[src/hw/pee_map.svh]
`ifndef PEE_MAP_SVH
`define PEE_MAP_SVH

// clock
`define PEE_CLK_NS 10

// command codes on cmd_op_in
`define PEE_OP_READ 2'h0
`define PEE_OP_WRITE 2'h1
`define PEE_OP_LOCK_ON 2'h2
`define PEE_OP_LOCK_OFF 2'h3

// array geometry
`define PEE_ADDR_W 13
`define PEE_DATA_W 8
`define PEE_PAGE_LSB 5
`define PEE_PAGE_BYTES 32
`define PEE_POLL_BIT 7
`define PEE_TOGGLE_BIT 6

// sequence lengths
`define PEE_ENA_LEN 3
`define PEE_DIS_LEN 6

// times as printed
`define PEE_WRITE_PULSE_NS 110
`define PEE_READ_ACCESS_NS 150
`define PEE_BYTE_LOAD_WINDOW_US 100
`define PEE_WRITE_CYCLE_MS 5
`define PEE_POWERUP_LOCKOUT_MS 10

// derived cycle counts (least times round up)
`define PEE_WRITE_PULSE_CYC ((`PEE_WRITE_PULSE_NS + `PEE_CLK_NS - 1) / `PEE_CLK_NS)
`define PEE_READ_ACCESS_CYC ((`PEE_READ_ACCESS_NS + `PEE_CLK_NS - 1) / `PEE_CLK_NS)
`define PEE_BYTE_LOAD_WINDOW_CYC ((`PEE_BYTE_LOAD_WINDOW_US * 1000 + `PEE_CLK_NS - 1) / `PEE_CLK_NS)
`define PEE_WRITE_CYCLE_CYC ((`PEE_WRITE_CYCLE_MS * 1000000 + `PEE_CLK_NS - 1) / `PEE_CLK_NS)
`define PEE_POWERUP_LOCKOUT_CYC ((`PEE_POWERUP_LOCKOUT_MS * 1000000 + `PEE_CLK_NS - 1) / `PEE_CLK_NS)

// cycles kept in hand before the load window closes
`define PEE_GAP_GUARD_CYC 16

// timer width
`define PEE_TIMER_W 20

`endif

[src/hw/pee_pkg.sv]
`include "pee_map.svh"

package pee_pkg;
    typedef enum logic [3:0] {
        PEE_ST_LOCKOUT,
        PEE_ST_IDLE,
        PEE_ST_W_SET,
        PEE_ST_W_PULSE,
        PEE_ST_W_HOLD,
        PEE_ST_GAP,
        PEE_ST_R_ACC,
        PEE_ST_R_REL
    } pee_state_t;
endpackage

[src/hw/pee_timer.sv]
`timescale 1ns/1ps
`default_nettype none

module pee_timer #(
    parameter int unsigned W = 20,
    parameter logic [W-1:0] RST_VAL = '0
) (
    // clock and reset
    input wire logic clk_in,
    input wire logic srst_in,
    // control
    input wire logic load_in,
    input wire logic [W-1:0] value_in,
    // status
    output logic [W-1:0] count_out,
    output logic expired_out
);
    logic [W-1:0] count;

    always_ff @(posedge clk_in) begin
        if (srst_in) begin
            count <= RST_VAL;
        end else if (load_in) begin
            count <= value_in;
        end else if (count != '0) begin
            count <= count - 1'b1;
        end
    end

    assign count_out = count;
    assign expired_out = (count == '0);
endmodule

`default_nettype wire

[src/hw/pee_host.sv]
`timescale 1ns/1ps
`default_nettype none
`include "pee_map.svh"

module pee_host #(
    parameter int unsigned LOCKOUT_CYC = `PEE_POWERUP_LOCKOUT_CYC,
    parameter int unsigned WINDOW_CYC = `PEE_BYTE_LOAD_WINDOW_CYC,
    parameter int unsigned WRITE_CYC = `PEE_WRITE_CYCLE_CYC,
    parameter logic [`PEE_ENA_LEN-1:0][`PEE_ADDR_W-1:0] ENA_ADDR = {13'h0003, 13'h0002, 13'h0001},
    parameter logic [`PEE_ENA_LEN-1:0][`PEE_DATA_W-1:0] ENA_DATA = {8'h03, 8'h02, 8'h01},
    parameter logic [`PEE_DIS_LEN-1:0][`PEE_ADDR_W-1:0] DIS_ADDR =
        {13'h0006, 13'h0005, 13'h0004, 13'h0003, 13'h0002, 13'h0001},
    parameter logic [`PEE_DIS_LEN-1:0][`PEE_DATA_W-1:0] DIS_DATA =
        {8'h06, 8'h05, 8'h04, 8'h03, 8'h02, 8'h01}
) (
    // clock and reset
    input wire logic ref_clk_in,
    input wire logic srst_in,
    // command port
    input wire logic cmd_valid_in,
    input wire logic [1:0] cmd_op_in,
    input wire logic [`PEE_ADDR_W-1:0] cmd_addr_in,
    input wire logic [`PEE_DATA_W-1:0] cmd_data_in,
    input wire logic cmd_last_in,
    input wire logic protect_in,
    output logic cmd_ready_out,
    // results
    output logic rd_valid_out,
    output logic [`PEE_DATA_W-1:0] rd_data_out,
    output logic wr_done_out,
    output logic wr_timeout_out,
    output logic busy_out,
    // memory pins
    output logic [`PEE_ADDR_W-1:0] mem_addr_out,
    output logic [`PEE_DATA_W-1:0] mem_dq_out,
    output logic mem_dq_oe_out,
    input wire logic [`PEE_DATA_W-1:0] mem_dq_in,
    output logic mem_cs_n_out,
    output logic mem_oe_n_out,
    output logic mem_we_n_out
);
    localparam int unsigned TW = `PEE_TIMER_W;

    pee_pkg::pee_state_t state, next_state;
    logic [1:0] op;
    logic [`PEE_ADDR_W-1:0] u_addr;
    logic [`PEE_DATA_W-1:0] u_data, sample;
    logic u_last, seq_on, seq_dis, user_pending, page_open, polling, poll_first, prev6;
    logic [2:0] seq_idx;
    logic [5:0] load_cnt;
    logic [`PEE_ADDR_W-1:0] cur_addr;
    logic [`PEE_DATA_W-1:0] cur_data;
    logic accept_idle, accept_gap, seq_more, poll_ok;
    logic s_load, l_load, s_exp, l_exp;
    logic [TW-1:0] s_val, s_cnt, l_val;

    // short timer: strobe pulse, read access, load window
    pee_timer #(.W(TW), .RST_VAL('0)) u_short (
        .clk_in(ref_clk_in),
        .srst_in(srst_in),
        .load_in(s_load),
        .value_in(s_val),
        .count_out(s_cnt),
        .expired_out(s_exp)
    );

    // long timer: power-up lockout, then write cycle timeout
    pee_timer #(.W(TW), .RST_VAL(TW'(LOCKOUT_CYC))) u_long (
        .clk_in(ref_clk_in),
        .srst_in(srst_in),
        .load_in(l_load),
        .value_in(l_val),
        .count_out(),
        .expired_out(l_exp)
    );

    assign seq_more = seq_on && (seq_idx != (seq_dis ? 3'(`PEE_DIS_LEN - 1) : 3'(`PEE_ENA_LEN - 1)));
    assign accept_idle = (state == pee_pkg::PEE_ST_IDLE) && cmd_valid_in && cmd_ready_out;
    // further loads only into the same page, before the guard, up to a full page
    assign accept_gap = (state == pee_pkg::PEE_ST_GAP) && cmd_valid_in && cmd_ready_out
        && page_open && (cmd_op_in == `PEE_OP_WRITE)
        && (cmd_addr_in[`PEE_ADDR_W-1:`PEE_PAGE_LSB] == u_addr[`PEE_ADDR_W-1:`PEE_PAGE_LSB]);
    assign poll_ok = !poll_first && (sample[`PEE_POLL_BIT] == u_data[`PEE_POLL_BIT])
        && (sample[`PEE_TOGGLE_BIT] == prev6);

    always_comb begin
        cur_addr = u_addr;
        cur_data = u_data;
        if (seq_on && (state != pee_pkg::PEE_ST_R_ACC)) begin
            cur_addr = seq_dis ? DIS_ADDR[seq_idx] : ENA_ADDR[seq_idx[1:0]];
            cur_data = seq_dis ? DIS_DATA[seq_idx] : ENA_DATA[seq_idx[1:0]];
        end
    end

    always_comb begin
        next_state = state;
        s_load = 1'b0;
        s_val = '0;
        l_load = 1'b0;
        l_val = '0;
        case (state)
            pee_pkg::PEE_ST_LOCKOUT: begin
                if (l_exp) begin
                    next_state = pee_pkg::PEE_ST_IDLE;
                end
            end
            pee_pkg::PEE_ST_IDLE: begin
                if (accept_idle) begin
                    if (cmd_op_in == `PEE_OP_READ) begin
                        next_state = pee_pkg::PEE_ST_R_ACC;
                        s_load = 1'b1;
                        s_val = TW'(`PEE_READ_ACCESS_CYC);
                    end else begin
                        next_state = pee_pkg::PEE_ST_W_SET;
                    end
                end
            end
            pee_pkg::PEE_ST_W_SET: begin
                next_state = pee_pkg::PEE_ST_W_PULSE;
                s_load = 1'b1;
                s_val = TW'(`PEE_WRITE_PULSE_CYC - 1);
            end
            pee_pkg::PEE_ST_W_PULSE: begin
                if (s_exp) begin
                    next_state = pee_pkg::PEE_ST_W_HOLD;
                end
            end
            pee_pkg::PEE_ST_W_HOLD: begin
                // window restarts at every rising strobe
                s_load = 1'b1;
                s_val = TW'(WINDOW_CYC);
                if (seq_more || (seq_on && user_pending)) begin
                    next_state = pee_pkg::PEE_ST_W_SET;
                end else begin
                    next_state = pee_pkg::PEE_ST_GAP;
                end
            end
            pee_pkg::PEE_ST_GAP: begin
                if (accept_gap) begin
                    next_state = pee_pkg::PEE_ST_W_SET;
                end else if (s_exp) begin
                    // strobe held high a whole window: program cycle now runs
                    if (op == `PEE_OP_WRITE) begin
                        next_state = pee_pkg::PEE_ST_R_ACC;
                        s_load = 1'b1;
                        s_val = TW'(`PEE_READ_ACCESS_CYC);
                        l_load = 1'b1;
                        l_val = TW'(WRITE_CYC);
                    end else begin
                        next_state = pee_pkg::PEE_ST_IDLE;
                    end
                end
            end
            pee_pkg::PEE_ST_R_ACC: begin
                if (s_exp) begin
                    next_state = pee_pkg::PEE_ST_R_REL;
                end
            end
            pee_pkg::PEE_ST_R_REL: begin
                if (polling && !poll_ok && !l_exp) begin
                    next_state = pee_pkg::PEE_ST_R_ACC;
                    s_load = 1'b1;
                    s_val = TW'(`PEE_READ_ACCESS_CYC);
                end else begin
                    next_state = pee_pkg::PEE_ST_IDLE;
                end
            end
            default: begin
                next_state = pee_pkg::PEE_ST_IDLE;
            end
        endcase
    end

    always_ff @(posedge ref_clk_in) begin
        if (srst_in) begin
            state <= pee_pkg::PEE_ST_LOCKOUT;
        end else begin
            state <= next_state;
        end
    end

    // command capture and lock sequencing
    always_ff @(posedge ref_clk_in) begin
        if (srst_in) begin
            op <= `PEE_OP_READ;
            u_addr <= '0;
            u_data <= '0;
            u_last <= 1'b1;
            seq_on <= 1'b0;
            seq_dis <= 1'b0;
            seq_idx <= '0;
            user_pending <= 1'b0;
            load_cnt <= '0;
        end else if (accept_idle) begin
            op <= cmd_op_in;
            u_addr <= cmd_addr_in;
            u_data <= cmd_data_in;
            u_last <= cmd_last_in;
            seq_idx <= '0;
            load_cnt <= '0;
            seq_dis <= (cmd_op_in == `PEE_OP_LOCK_OFF);
            seq_on <= (cmd_op_in == `PEE_OP_LOCK_ON) || (cmd_op_in == `PEE_OP_LOCK_OFF)
                || ((cmd_op_in == `PEE_OP_WRITE) && protect_in);
            user_pending <= (cmd_op_in == `PEE_OP_WRITE);
        end else if (accept_gap) begin
            u_addr <= cmd_addr_in;
            u_data <= cmd_data_in;
            u_last <= cmd_last_in;
        end else if (state == pee_pkg::PEE_ST_W_HOLD) begin
            if (seq_more) begin
                seq_idx <= seq_idx + 3'h1;
            end else if (seq_on) begin
                seq_on <= 1'b0;
            end else begin
                user_pending <= 1'b0;
                load_cnt <= load_cnt + 6'h01;
            end
        end
    end

    // page stays open until the last flag or a full page of loads
    always_ff @(posedge ref_clk_in) begin
        if (srst_in) begin
            page_open <= 1'b0;
        end else if (state == pee_pkg::PEE_ST_W_HOLD) begin
            page_open <= (op == `PEE_OP_WRITE) && !u_last && (load_cnt != 6'(`PEE_PAGE_BYTES - 1));
        end
    end

    // read sampling and completion polling
    always_ff @(posedge ref_clk_in) begin
        if (srst_in) begin
            sample <= '0;
            polling <= 1'b0;
            poll_first <= 1'b1;
            prev6 <= 1'b0;
        end else begin
            if (accept_idle) begin
                polling <= 1'b0;
            end else if ((state == pee_pkg::PEE_ST_GAP) && (next_state == pee_pkg::PEE_ST_R_ACC)) begin
                polling <= 1'b1;
                poll_first <= 1'b1;
            end
            if ((state == pee_pkg::PEE_ST_R_ACC) && s_exp) begin
                sample <= mem_dq_in;
            end
            if (state == pee_pkg::PEE_ST_R_REL) begin
                prev6 <= sample[`PEE_TOGGLE_BIT];
                poll_first <= 1'b0;
            end
        end
    end

    // result pulses and handshake
    always_ff @(posedge ref_clk_in) begin
        if (srst_in) begin
            cmd_ready_out <= 1'b0;
            rd_valid_out <= 1'b0;
            rd_data_out <= '0;
            wr_done_out <= 1'b0;
            wr_timeout_out <= 1'b0;
            busy_out <= 1'b1;
        end else begin
            // guard keeps the next falling strobe inside the window
            cmd_ready_out <= ((next_state == pee_pkg::PEE_ST_IDLE) && !accept_idle)
                || ((next_state == pee_pkg::PEE_ST_GAP) && page_open && !accept_gap
                    && (state == pee_pkg::PEE_ST_GAP) && (s_cnt > TW'(`PEE_GAP_GUARD_CYC)));
            rd_valid_out <= (state == pee_pkg::PEE_ST_R_REL) && !polling;
            rd_data_out <= sample;
            wr_done_out <= ((state == pee_pkg::PEE_ST_R_REL) && polling && (poll_ok || l_exp))
                || ((state == pee_pkg::PEE_ST_GAP) && s_exp && !accept_gap && (op != `PEE_OP_WRITE));
            wr_timeout_out <= (state == pee_pkg::PEE_ST_R_REL) && polling && !poll_ok && l_exp;
            busy_out <= (next_state != pee_pkg::PEE_ST_IDLE);
        end
    end

    // pin drive, one cycle behind the state
    always_ff @(posedge ref_clk_in) begin
        if (srst_in) begin
            mem_addr_out <= '0;
            mem_dq_out <= '0;
            mem_dq_oe_out <= 1'b0;
            mem_cs_n_out <= 1'b1;
            mem_oe_n_out <= 1'b1;
            mem_we_n_out <= 1'b1;
        end else begin
            case (state)
                pee_pkg::PEE_ST_W_SET, pee_pkg::PEE_ST_W_PULSE, pee_pkg::PEE_ST_W_HOLD: begin
                    // address and data held steady across both strobe edges
                    mem_addr_out <= cur_addr;
                    mem_dq_out <= cur_data;
                    mem_dq_oe_out <= 1'b1;
                    mem_cs_n_out <= 1'b0;
                    mem_oe_n_out <= 1'b1;
                    mem_we_n_out <= (state != pee_pkg::PEE_ST_W_PULSE);
                end
                pee_pkg::PEE_ST_R_ACC: begin
                    mem_addr_out <= u_addr;
                    mem_dq_oe_out <= 1'b0;
                    mem_cs_n_out <= 1'b0;
                    mem_oe_n_out <= 1'b0;
                    mem_we_n_out <= 1'b1;
                end
                default: begin
                    // idle, gap, lockout and read release: select high inhibits writes
                    mem_dq_oe_out <= 1'b0;
                    mem_cs_n_out <= 1'b1;
                    mem_oe_n_out <= 1'b1;
                    mem_we_n_out <= 1'b1;
                end
            endcase
        end
    end
endmodule

`default_nettype wire

[config.mk]
export PLATFORM = sky130hd
export DESIGN_NAME = pee_host
export DESIGN_NICKNAME = d
export VERILOG_FILES = /design/src/hw/pee_pkg.sv /design/src/hw/pee_timer.sv /design/src/hw/pee_host.sv
export VERILOG_INCLUDE_DIRS = /design/src /design/src/hw
export SDC_FILE = /design/constraint.sdc
export NUM_CORES = 1
export LEC_CHECK = 0
export BUFFER_PORTS_ARGS = -buffer_cell sky130_fd_sc_hd__buf_2
export CAP_MARGIN = 20
export CORE_ASPECT_RATIO = 1.5
export CORE_MARGIN = 1
export CORE_UTILIZATION = 62
export CTS_CLUSTER_DIAMETER = 40
export DETAILED_ROUTE_END_ITERATION = 8
export PLACE_DENSITY = 0.84
export SKIP_CTS_REPAIR_TIMING = 1
export SLEW_MARGIN = 20
export SYNTH_ARGS = -nofsm -noshare
export SYNTH_HDL_FRONTEND = slang
export SYNTH_HIERARCHICAL = 1
export SYNTH_SLANG_ARGS = --single-unit
[constraint.sdc]
create_clock -name ref_clk_in -period 8.8 [get_ports ref_clk_in]
set_clock_uncertainty 0.05 [all_clocks]
set_input_delay 1.76 -clock ref_clk_in [delete_from_list [all_inputs] [get_ports ref_clk_in]]
set_output_delay 1.76 -clock ref_clk_in [all_outputs]
set_load 0.01 [all_outputs]
==> impl_metrics.env, run 1 <==
export IMPL_path_delay_family="simple AND/OR/NAND/NOR gates"
export IMPL_num_rows=43
export IMPL_yosys_top_cells_area="dfxtp_1 (44%), nor2_1 (4.8%), xnor2_1 (4.3%)"
export IMPL_drc=0
export IMPL_dp_hpwl_mm=9.47
export IMPL_crit_type="reg -> reg"
export IMPL_period_needed_ns=4.70
export IMPL_totalWireLength_mm=13.7
export IMPL_startpoint_type="register"
export IMPL_yosysTopAreaCell="dfxtp_1"
export IMPL_ant_nets=0
export IMPL_clk_pin_slew_worst_paths_ns=0.05
export IMPL_crit_buf_inv=1
export IMPL_start_util=0.648
export IMPL_ctsLongestPathBuffers=2
export IMPL_critPathRequiredTime_ns=9.10
export IMPL_hold_class="reg -> reg"
export IMPL_leakage_uw=0.00298
export IMPL_htreeDepth=4
export IMPL_vias=5024
export IMPL_place_ws_ns=3.70
export IMPL_die_h_um=123
export IMPL_synthTopCellsByCount="dfxtp_1 (133), nor2_1 (77), nand2_1 (68)"
export IMPL_max_slew_worst_pin_slew_ns=0.926
export IMPL_synth_main_ff_cell="dfxtp_1"
export IMPL_fin_area_mm2=0.00710
export IMPL_numCtsBuffers=17
export IMPL_vdd_drop_max_v=0.000223
export IMPL_diodes=0
export IMPL_synth_most_common_cell="dfxtp_1"
export IMPL_crit_top_cell="and2b_1"
export IMPL_drt_first_pass_iters=5
export IMPL_drive_gt1_frac=0.188
export IMPL_max_cap_violations=0
export IMPL_place_area_mm2=0.00648
export IMPL_syn_area_per_cell_um2=9.06
export IMPL_crit_chain="inv_1 > ha_1 > or4b_2 > nor4_2 > and2b_1 > nand3b_1 > and2b_1 > nor2_1 > o31ai_1 > nor2b_2 > a22o_1"
export IMPL_crit_fanout=26
export IMPL_syn_area_mm2=0.00607
export IMPL_fmax_mhz=213
export IMPL_worst_slack_ns=4.10
export IMPL_clock_latency_ns=0.41
export IMPL_avgViaCountPerCell=5.69
export IMPL_die_area_mm2=0.0102
export IMPL_slowest_delay_ns=0.78
export IMPL_nNetsFinal=803
export IMPL_yosysWarnings=6
export IMPL_relSlewSlack=0.382
export IMPL_synth_seq_cells=133
export IMPL_post_route_period_util=0.534
export IMPL_syn_inst=670
export IMPL_finalSetupViolCount=0
export IMPL_grt_pass1_wl_mm=22.2
export IMPL_fillers=645
export IMPL_die_x_um=82.8
export IMPL_status="finished clean"
export IMPL_grt_usage=0.286
export IMPL_area_delta_synth_final_pct=16.9
export IMPL_synth_top_area_share=0.439
export IMPL_rsz0062_at_grt="false"
export IMPL_drt_iter0_markers=282
export IMPL_tns_ns=0
export IMPL_hold_viol=0
export IMPL_arrival_ns=4.99
export IMPL_cts_root_buf="clkbuf_16"
export IMPL_gp_congestion=0.914
export IMPL_io_pins=74
export IMPL_cp_end_kind="register"
export IMPL_io_buffers=73
export IMPL_cpMaxStageDelayCell="and2b_1"
export IMPL_hold_ws_ns=0.402
export IMPL_final_max_slew_violation_count=0
export IMPL_overflow=0
export IMPL_p_per_area_mw_per_mm2=252
export IMPL_cts_tree="built"
export IMPL_grt_max_degree=96
export IMPL_synth_edf_count=0
export IMPL_grt_pass1_vias=4982
export IMPL_synth_async_reset_ratio=0
export IMPL_routedWlPerCell_um=15.5
export IMPL_coreArea_mm2=0.00936
export IMPL_ys_types=70
export IMPL_yosysSeqAreaShare=0.439
export IMPL_clock_sinks=133
export IMPL_grt_antenna_before_repair=0
-- worst register-to-register path, cell delays in order (launching register included) --
cell	delay (ns)
dfxtp_1	0.36
inv_1	0.11
ha_1	0.15
or4b_2	0.60
nor4_2	0.19
and2b_1	0.70
nand3b_1	0.28
and2b_1	0.78
nor2_1	0.18
o31ai_1	0.27
nor2b_2	0.71
a22o_1	0.26
-- cell type report --
class	count	area [um2]	area share
multi-input cells	518	3250	0.458
flip-flops and latches	133	2660	0.375
clock buffers	20	457	0.0644
repair buffers	75	380	0.0536
clock inverters	12	154	0.0217
well taps	112	140	0.0197
inverters	13	53.8	0.00758
-- sequential cells by signal (all words and copies together), names as in the netlist, 2 cells and up, named ones only --
register / cells
u_addr: 13
seq_idx: 3
load_cnt: 6
op: 2
mem_dq_out: 8
u_data: 8
u_long/count_out: 20
mem_addr_out: 13
rd_data_out: 8
u_short/count_out: 20
sample: 8
state: 4
-- logic make-up after synthesis --
kind of cell | after synthesis | share of synthesized area
and+or+nand+nor | 283 | 0.250
DFF | 133 | 0.439
AOI/OAI and AO/OA | 124 | 0.134
xor gates and xnor gates | 51 | 0.0736
buffers and inverters | 43 | 0.0416
muxes | 26 | 0.0431
adders and majority gates | 9 | 0.0185
other | 1 | 0.000618
-- through the flow --
stage | instances | power [uW] | utilization
2_1_floorplan | 694 | 1000 | -
3_3_place_gp | 851 | 1050 | 0.692
3_5_place_dp | 851 | 1070 | 0.692
4_1_cts | 883 | 1790 | 0.758
5_1_grt | 883 | 1860 | 0.758
6_report | 883 | 1790 | 0.758
-- where the power goes --
part | total [uW] | leakage (uW) | switching [uW] | internal (uW)
clock | 716 | 0.000292 | 256 | 460
sequential | 709 | 0.00108 | 60.2 | 648
combinational | 362 | 0.00161 | 201 | 162
-- placed cells by master (no fill, tap or decap), drive strengths merged, types with 4 or more instances in the layout --
cell / instances
dfxtp: 133
nor2: 78
buf: 75
nand2: 69
a21oi: 40
o21ai: 36
xnor2: 30
mux2i: 25
conb: 25
nand3: 22
xor2: 21
clkbuf: 20
nor4: 19
nor3: 18
nor2b: 16
nand2b: 13
inv: 13
a22oi: 11
nand4: 9
ha: 9
or3: 9
a211oi: 8
clkinv: 6
o31ai: 5
and2: 5
or4: 5
a31oi: 5
and3: 4
or2: 4
-- worst paths after layout --
| check | startpoint | end | slack [ns] | cells past startpoint |
|---|---|---|---|---|
| max | u_short/count_out[0]$_SDFFE_PP0P_ | u_short/count_out[13]$_SDFFE_PP0P_ | 4.10 | 11 |
| min | sample[3]$_SDFFE_PP0P_ | sample[3]$_SDFFE_PP0P_ | 0.40 | 2 |
| max reg2reg | u_short/count_out[0]$_SDFFE_PP0P_ | u_short/count_out[13]$_SDFFE_PP0P_ | 4.10 | 11 |
| min reg2reg | sample[3]$_SDFFE_PP0P_ | sample[3]$_SDFFE_PP0P_ | 0.40 | 2 |
-- per-layer routing --
layer | up-vias | GRT usage | wire [um]
met1 | 2345 | 0.299 | 5310
met2 | 150 | 0.517 | 7410
met3 | 37 | 0.0760 | 613
met4 | 0 | 0.130 | 333
met5 | - | 0 | 0
li1 | 2492 | - | -
Power figures use the tool's default switching activity.
==> run 2: changes to the inputs <==
ABC_AREA = 1   (was not set)
CORE_UTILIZATION = 59   (was 62)
PLACE_DENSITY = 0.8   (was 0.84)
clock period = 4.5 ns   (was 8.8 ns; I/O delays follow)
==> impl_metrics.env, run 2 <==
export IMPL_diodes=0
export IMPL_io_buffers=73
export IMPL_r2r_start="u_short/count_out[0]$_SDFFE_PP0P_"
export IMPL_ctsLongestPathBuffers=2
export IMPL_final_cell_mix="nand2_1 (223), dfxtp_1 (133), nor2_1 (132)"
export IMPL_crit_top_cell="inv_1"
export IMPL_yosysWarnings=6
export IMPL_yosys_top_cells_area="dfxtp_1 (40%), nand2_1 (12%), nor2_1 (7.4%)"
export IMPL_crit_type="reg -> reg"
export IMPL_drc=0
export IMPL_cpMaxStageDelayCell="inv_1"
export IMPL_rsz0062_at_grt="false"
export IMPL_vias=6233
export IMPL_post_route_period_util=0.684
export IMPL_coreArea_mm2=0.0111
export IMPL_tns_ns=0
export IMPL_num_rows=47
export IMPL_crit_chain="inv_1 > ha_1 > nand2_2 > nor2_4 > nand3_4 > inv_1 > nand2_1 > inv_1 > nand3_1 > inv_1 > inv_1 > or2_2 > nand3_1 > nor2_1"
export IMPL_synthTopCellsByCount="nand2_1 (223), dfxtp_1 (133), nor2_1 (132)"
export IMPL_synth_seq_cells=133
export IMPL_syn_inst=971
export IMPL_leakage_uw=0.00362
export IMPL_fillers=988
export IMPL_drt_first_pass_iters=7
export IMPL_cts_root_buf="clkbuf_16"
export IMPL_rr_endpoint="u_long/count_out[10]$_SDFFE_PP0P_"
export IMPL_finalSetupViolCount=0
export IMPL_gp_congestion=0.914
export IMPL_status="finished clean"
export IMPL_yosysSeqAreaShare=0.396
export IMPL_clk_pin_slew_worst_paths_ns=0.06
export IMPL_hold_viol=0
export IMPL_avgViaCountPerCell=5.09
export IMPL_cts_tree="built"
export IMPL_startpoint_type="register"
export IMPL_synth_async_reset_ratio=0
export IMPL_vdd_drop_max_v=0.000309
export IMPL_die_area_mm2=0.0118
export IMPL_numCtsBuffers=17
export IMPL_cp_depth=14
export IMPL_drive_gt1_frac=0.181
export IMPL_final_max_slew_violation_count=0
export IMPL_yosysTopAreaCell="dfxtp_1"
export IMPL_overflow=0
export IMPL_ant_nets=0
export IMPL_routedWlPerCell_um=12.7
export IMPL_area_delta_synth_final_pct=16.7
export IMPL_slowest_delay_ns=0.59
export IMPL_path_delay_family="buffers and inverters"
export IMPL_critPathRequiredTime_ns=4.72
export IMPL_arrival_ns=3.30
export IMPL_drt_iter0_markers=265
export IMPL_hold_class="reg -> reg"
export IMPL_grt_usage=0.281
export IMPL_totalWireLength_mm=15.6
export IMPL_htreeDepth=4
export IMPL_clock_latency_ns=0.41
export IMPL_syn_area_mm2=0.00672
export IMPL_synth_most_common_cell="nand2_1"
export IMPL_syn_area_per_cell_um2=6.92
export IMPL_fmax_mhz=325
export IMPL_ys_types=43
export IMPL_reg2reg_slack_ns=1.42
export IMPL_synth_main_ff_cell="dfxtp_1"
export IMPL_place_area_mm2=0.00724
export IMPL_fin_area_mm2=0.00783
export IMPL_period_needed_ns=3.08
export IMPL_die_x_um=89.1
export IMPL_clock_sinks=133
export IMPL_synth_top_area_share=0.396
export IMPL_synth_edf_count=0
export IMPL_crit_buf_inv=5
export IMPL_nNetsFinal=1110
export IMPL_max_slew_worst_pin_slew_ns=0.782
export IMPL_grt_pass1_wl_mm=26.0
export IMPL_start_util=0.607
export IMPL_reg2regPathDepth=14
export IMPL_crit_fanout=29
export IMPL_crit_end="u_long/count_out[10]$_SDFFE_PP0P_"
export IMPL_grt_pass1_vias=6112
export IMPL_io_pins=74
export IMPL_relSlewSlack=0.478
export IMPL_cp_end_kind="register"
export IMPL_dp_hpwl_mm=11.2
export IMPL_die_h_um=133
export IMPL_startpoint="u_short/count_out[0]$_SDFFE_PP0P_"
export IMPL_grt_max_degree=60
export IMPL_grt_antenna_before_repair=0
export IMPL_max_cap_violations=0
export IMPL_p_per_area_mw_per_mm2=521
export IMPL_layout_commonest_cell="nand2_1"
[run 2: worst min-delay path by stage]
stage | start | slack [ns] | endpoint | cells after the start
4_1_cts | sample[2]$_SDFFE_PP0P_ | 0.38 | rd_data_out[2]$_SDFF_PP0_ | 2
2_1_floorplan | sample[0]$_SDFFE_PP0P_ | 0.36 | rd_data_out[0]$_SDFF_PP0_ | 2
3_5_place_dp | sample[2]$_SDFFE_PP0P_ | 0.37 | rd_data_out[2]$_SDFF_PP0_ | 2
3_3_place_gp | sample[5]$_SDFFE_PP0P_ | 0.37 | rd_data_out[5]$_SDFF_PP0_ | 2
6_report | sample[2]$_SDFFE_PP0P_ | 0.38 | rd_data_out[2]$_SDFF_PP0_ | 2
5_1_grt | sample[2]$_SDFFE_PP0P_ | 0.40 | rd_data_out[2]$_SDFF_PP0_ | 2
[run 2: worst register-to-register path: cells and delay by family, from the launching register on]
kind                     cells  cell delay, ns
AND/OR/NAND/NOR              8            1.02
flip-flops                   1            0.32
buffers and inverters        5            1.38
adder cells (fa/ha/maj)      1            0.19
[run 2: cell families after synthesis]
| kind of cell | after synthesis | synth area share |
|---|---|---|
| compound gates | 154 | 0.126 |
| other cells | 1 | 0.000558 |
| simple gates | 506 | 0.345 |
| xor+xnor | 20 | 0.0261 |
| flops | 133 | 0.396 |
| fa+ha+maj | 9 | 0.0168 |
| buf+inv | 148 | 0.0892 |
[run 2: per-stage QoR]
stage | worst slack [ns] | instances | hold WS [ns] | power [uW] | util
2_1_floorplan | 2.04 | 995 | 0.360 | 2490 | -
3_3_place_gp | 1.27 | 1193 | 0.366 | 2690 | 0.655
3_5_place_dp | 1.21 | 1193 | 0.370 | 2710 | 0.655
4_1_cts | 1.42 | 1225 | 0.378 | 4090 | 0.709
5_1_grt | 1.09 | 1225 | 0.404 | 4310 | 0.709
6_report | 1.42 | 1225 | 0.377 | 4080 | 0.709
[run 2: layer usage]
| layer | part of all wire | wire length (um) | up-vias | global-route usage |
|---|---|---|---|---|
| li1 | - | - | 3249 | - |
| met3 | 0.040 | 618 | 39 | 0.0636 |
| met2 | 0.54 | 8410 | 148 | 0.523 |
| met5 | 0 | 0 | - | 0 |
| met4 | 0.033 | 510 | 0 | 0.131 |
| met1 | 0.39 | 6020 | 2797 | 0.284 |
[run 2: final cells by class]
| type | count | area [um2] | area share |
|---|---|---|---|
| multi-input cells | 714 | 3540 | 0.452 |
| flip-flops and latches | 133 | 2660 | 0.340 |
| inverters | 123 | 464 | 0.0593 |
| clock buffers | 19 | 443 | 0.0565 |
| repair buffers | 76 | 388 | 0.0495 |
| well taps | 147 | 184 | 0.0235 |
| clock inverters | 13 | 149 | 0.0190 |
[run 2: where the power goes]
group	internal, uW	switching, uW	total (uW)
clock network	836	542	1380
logic	481	806	1290
registers	1290	123	1410
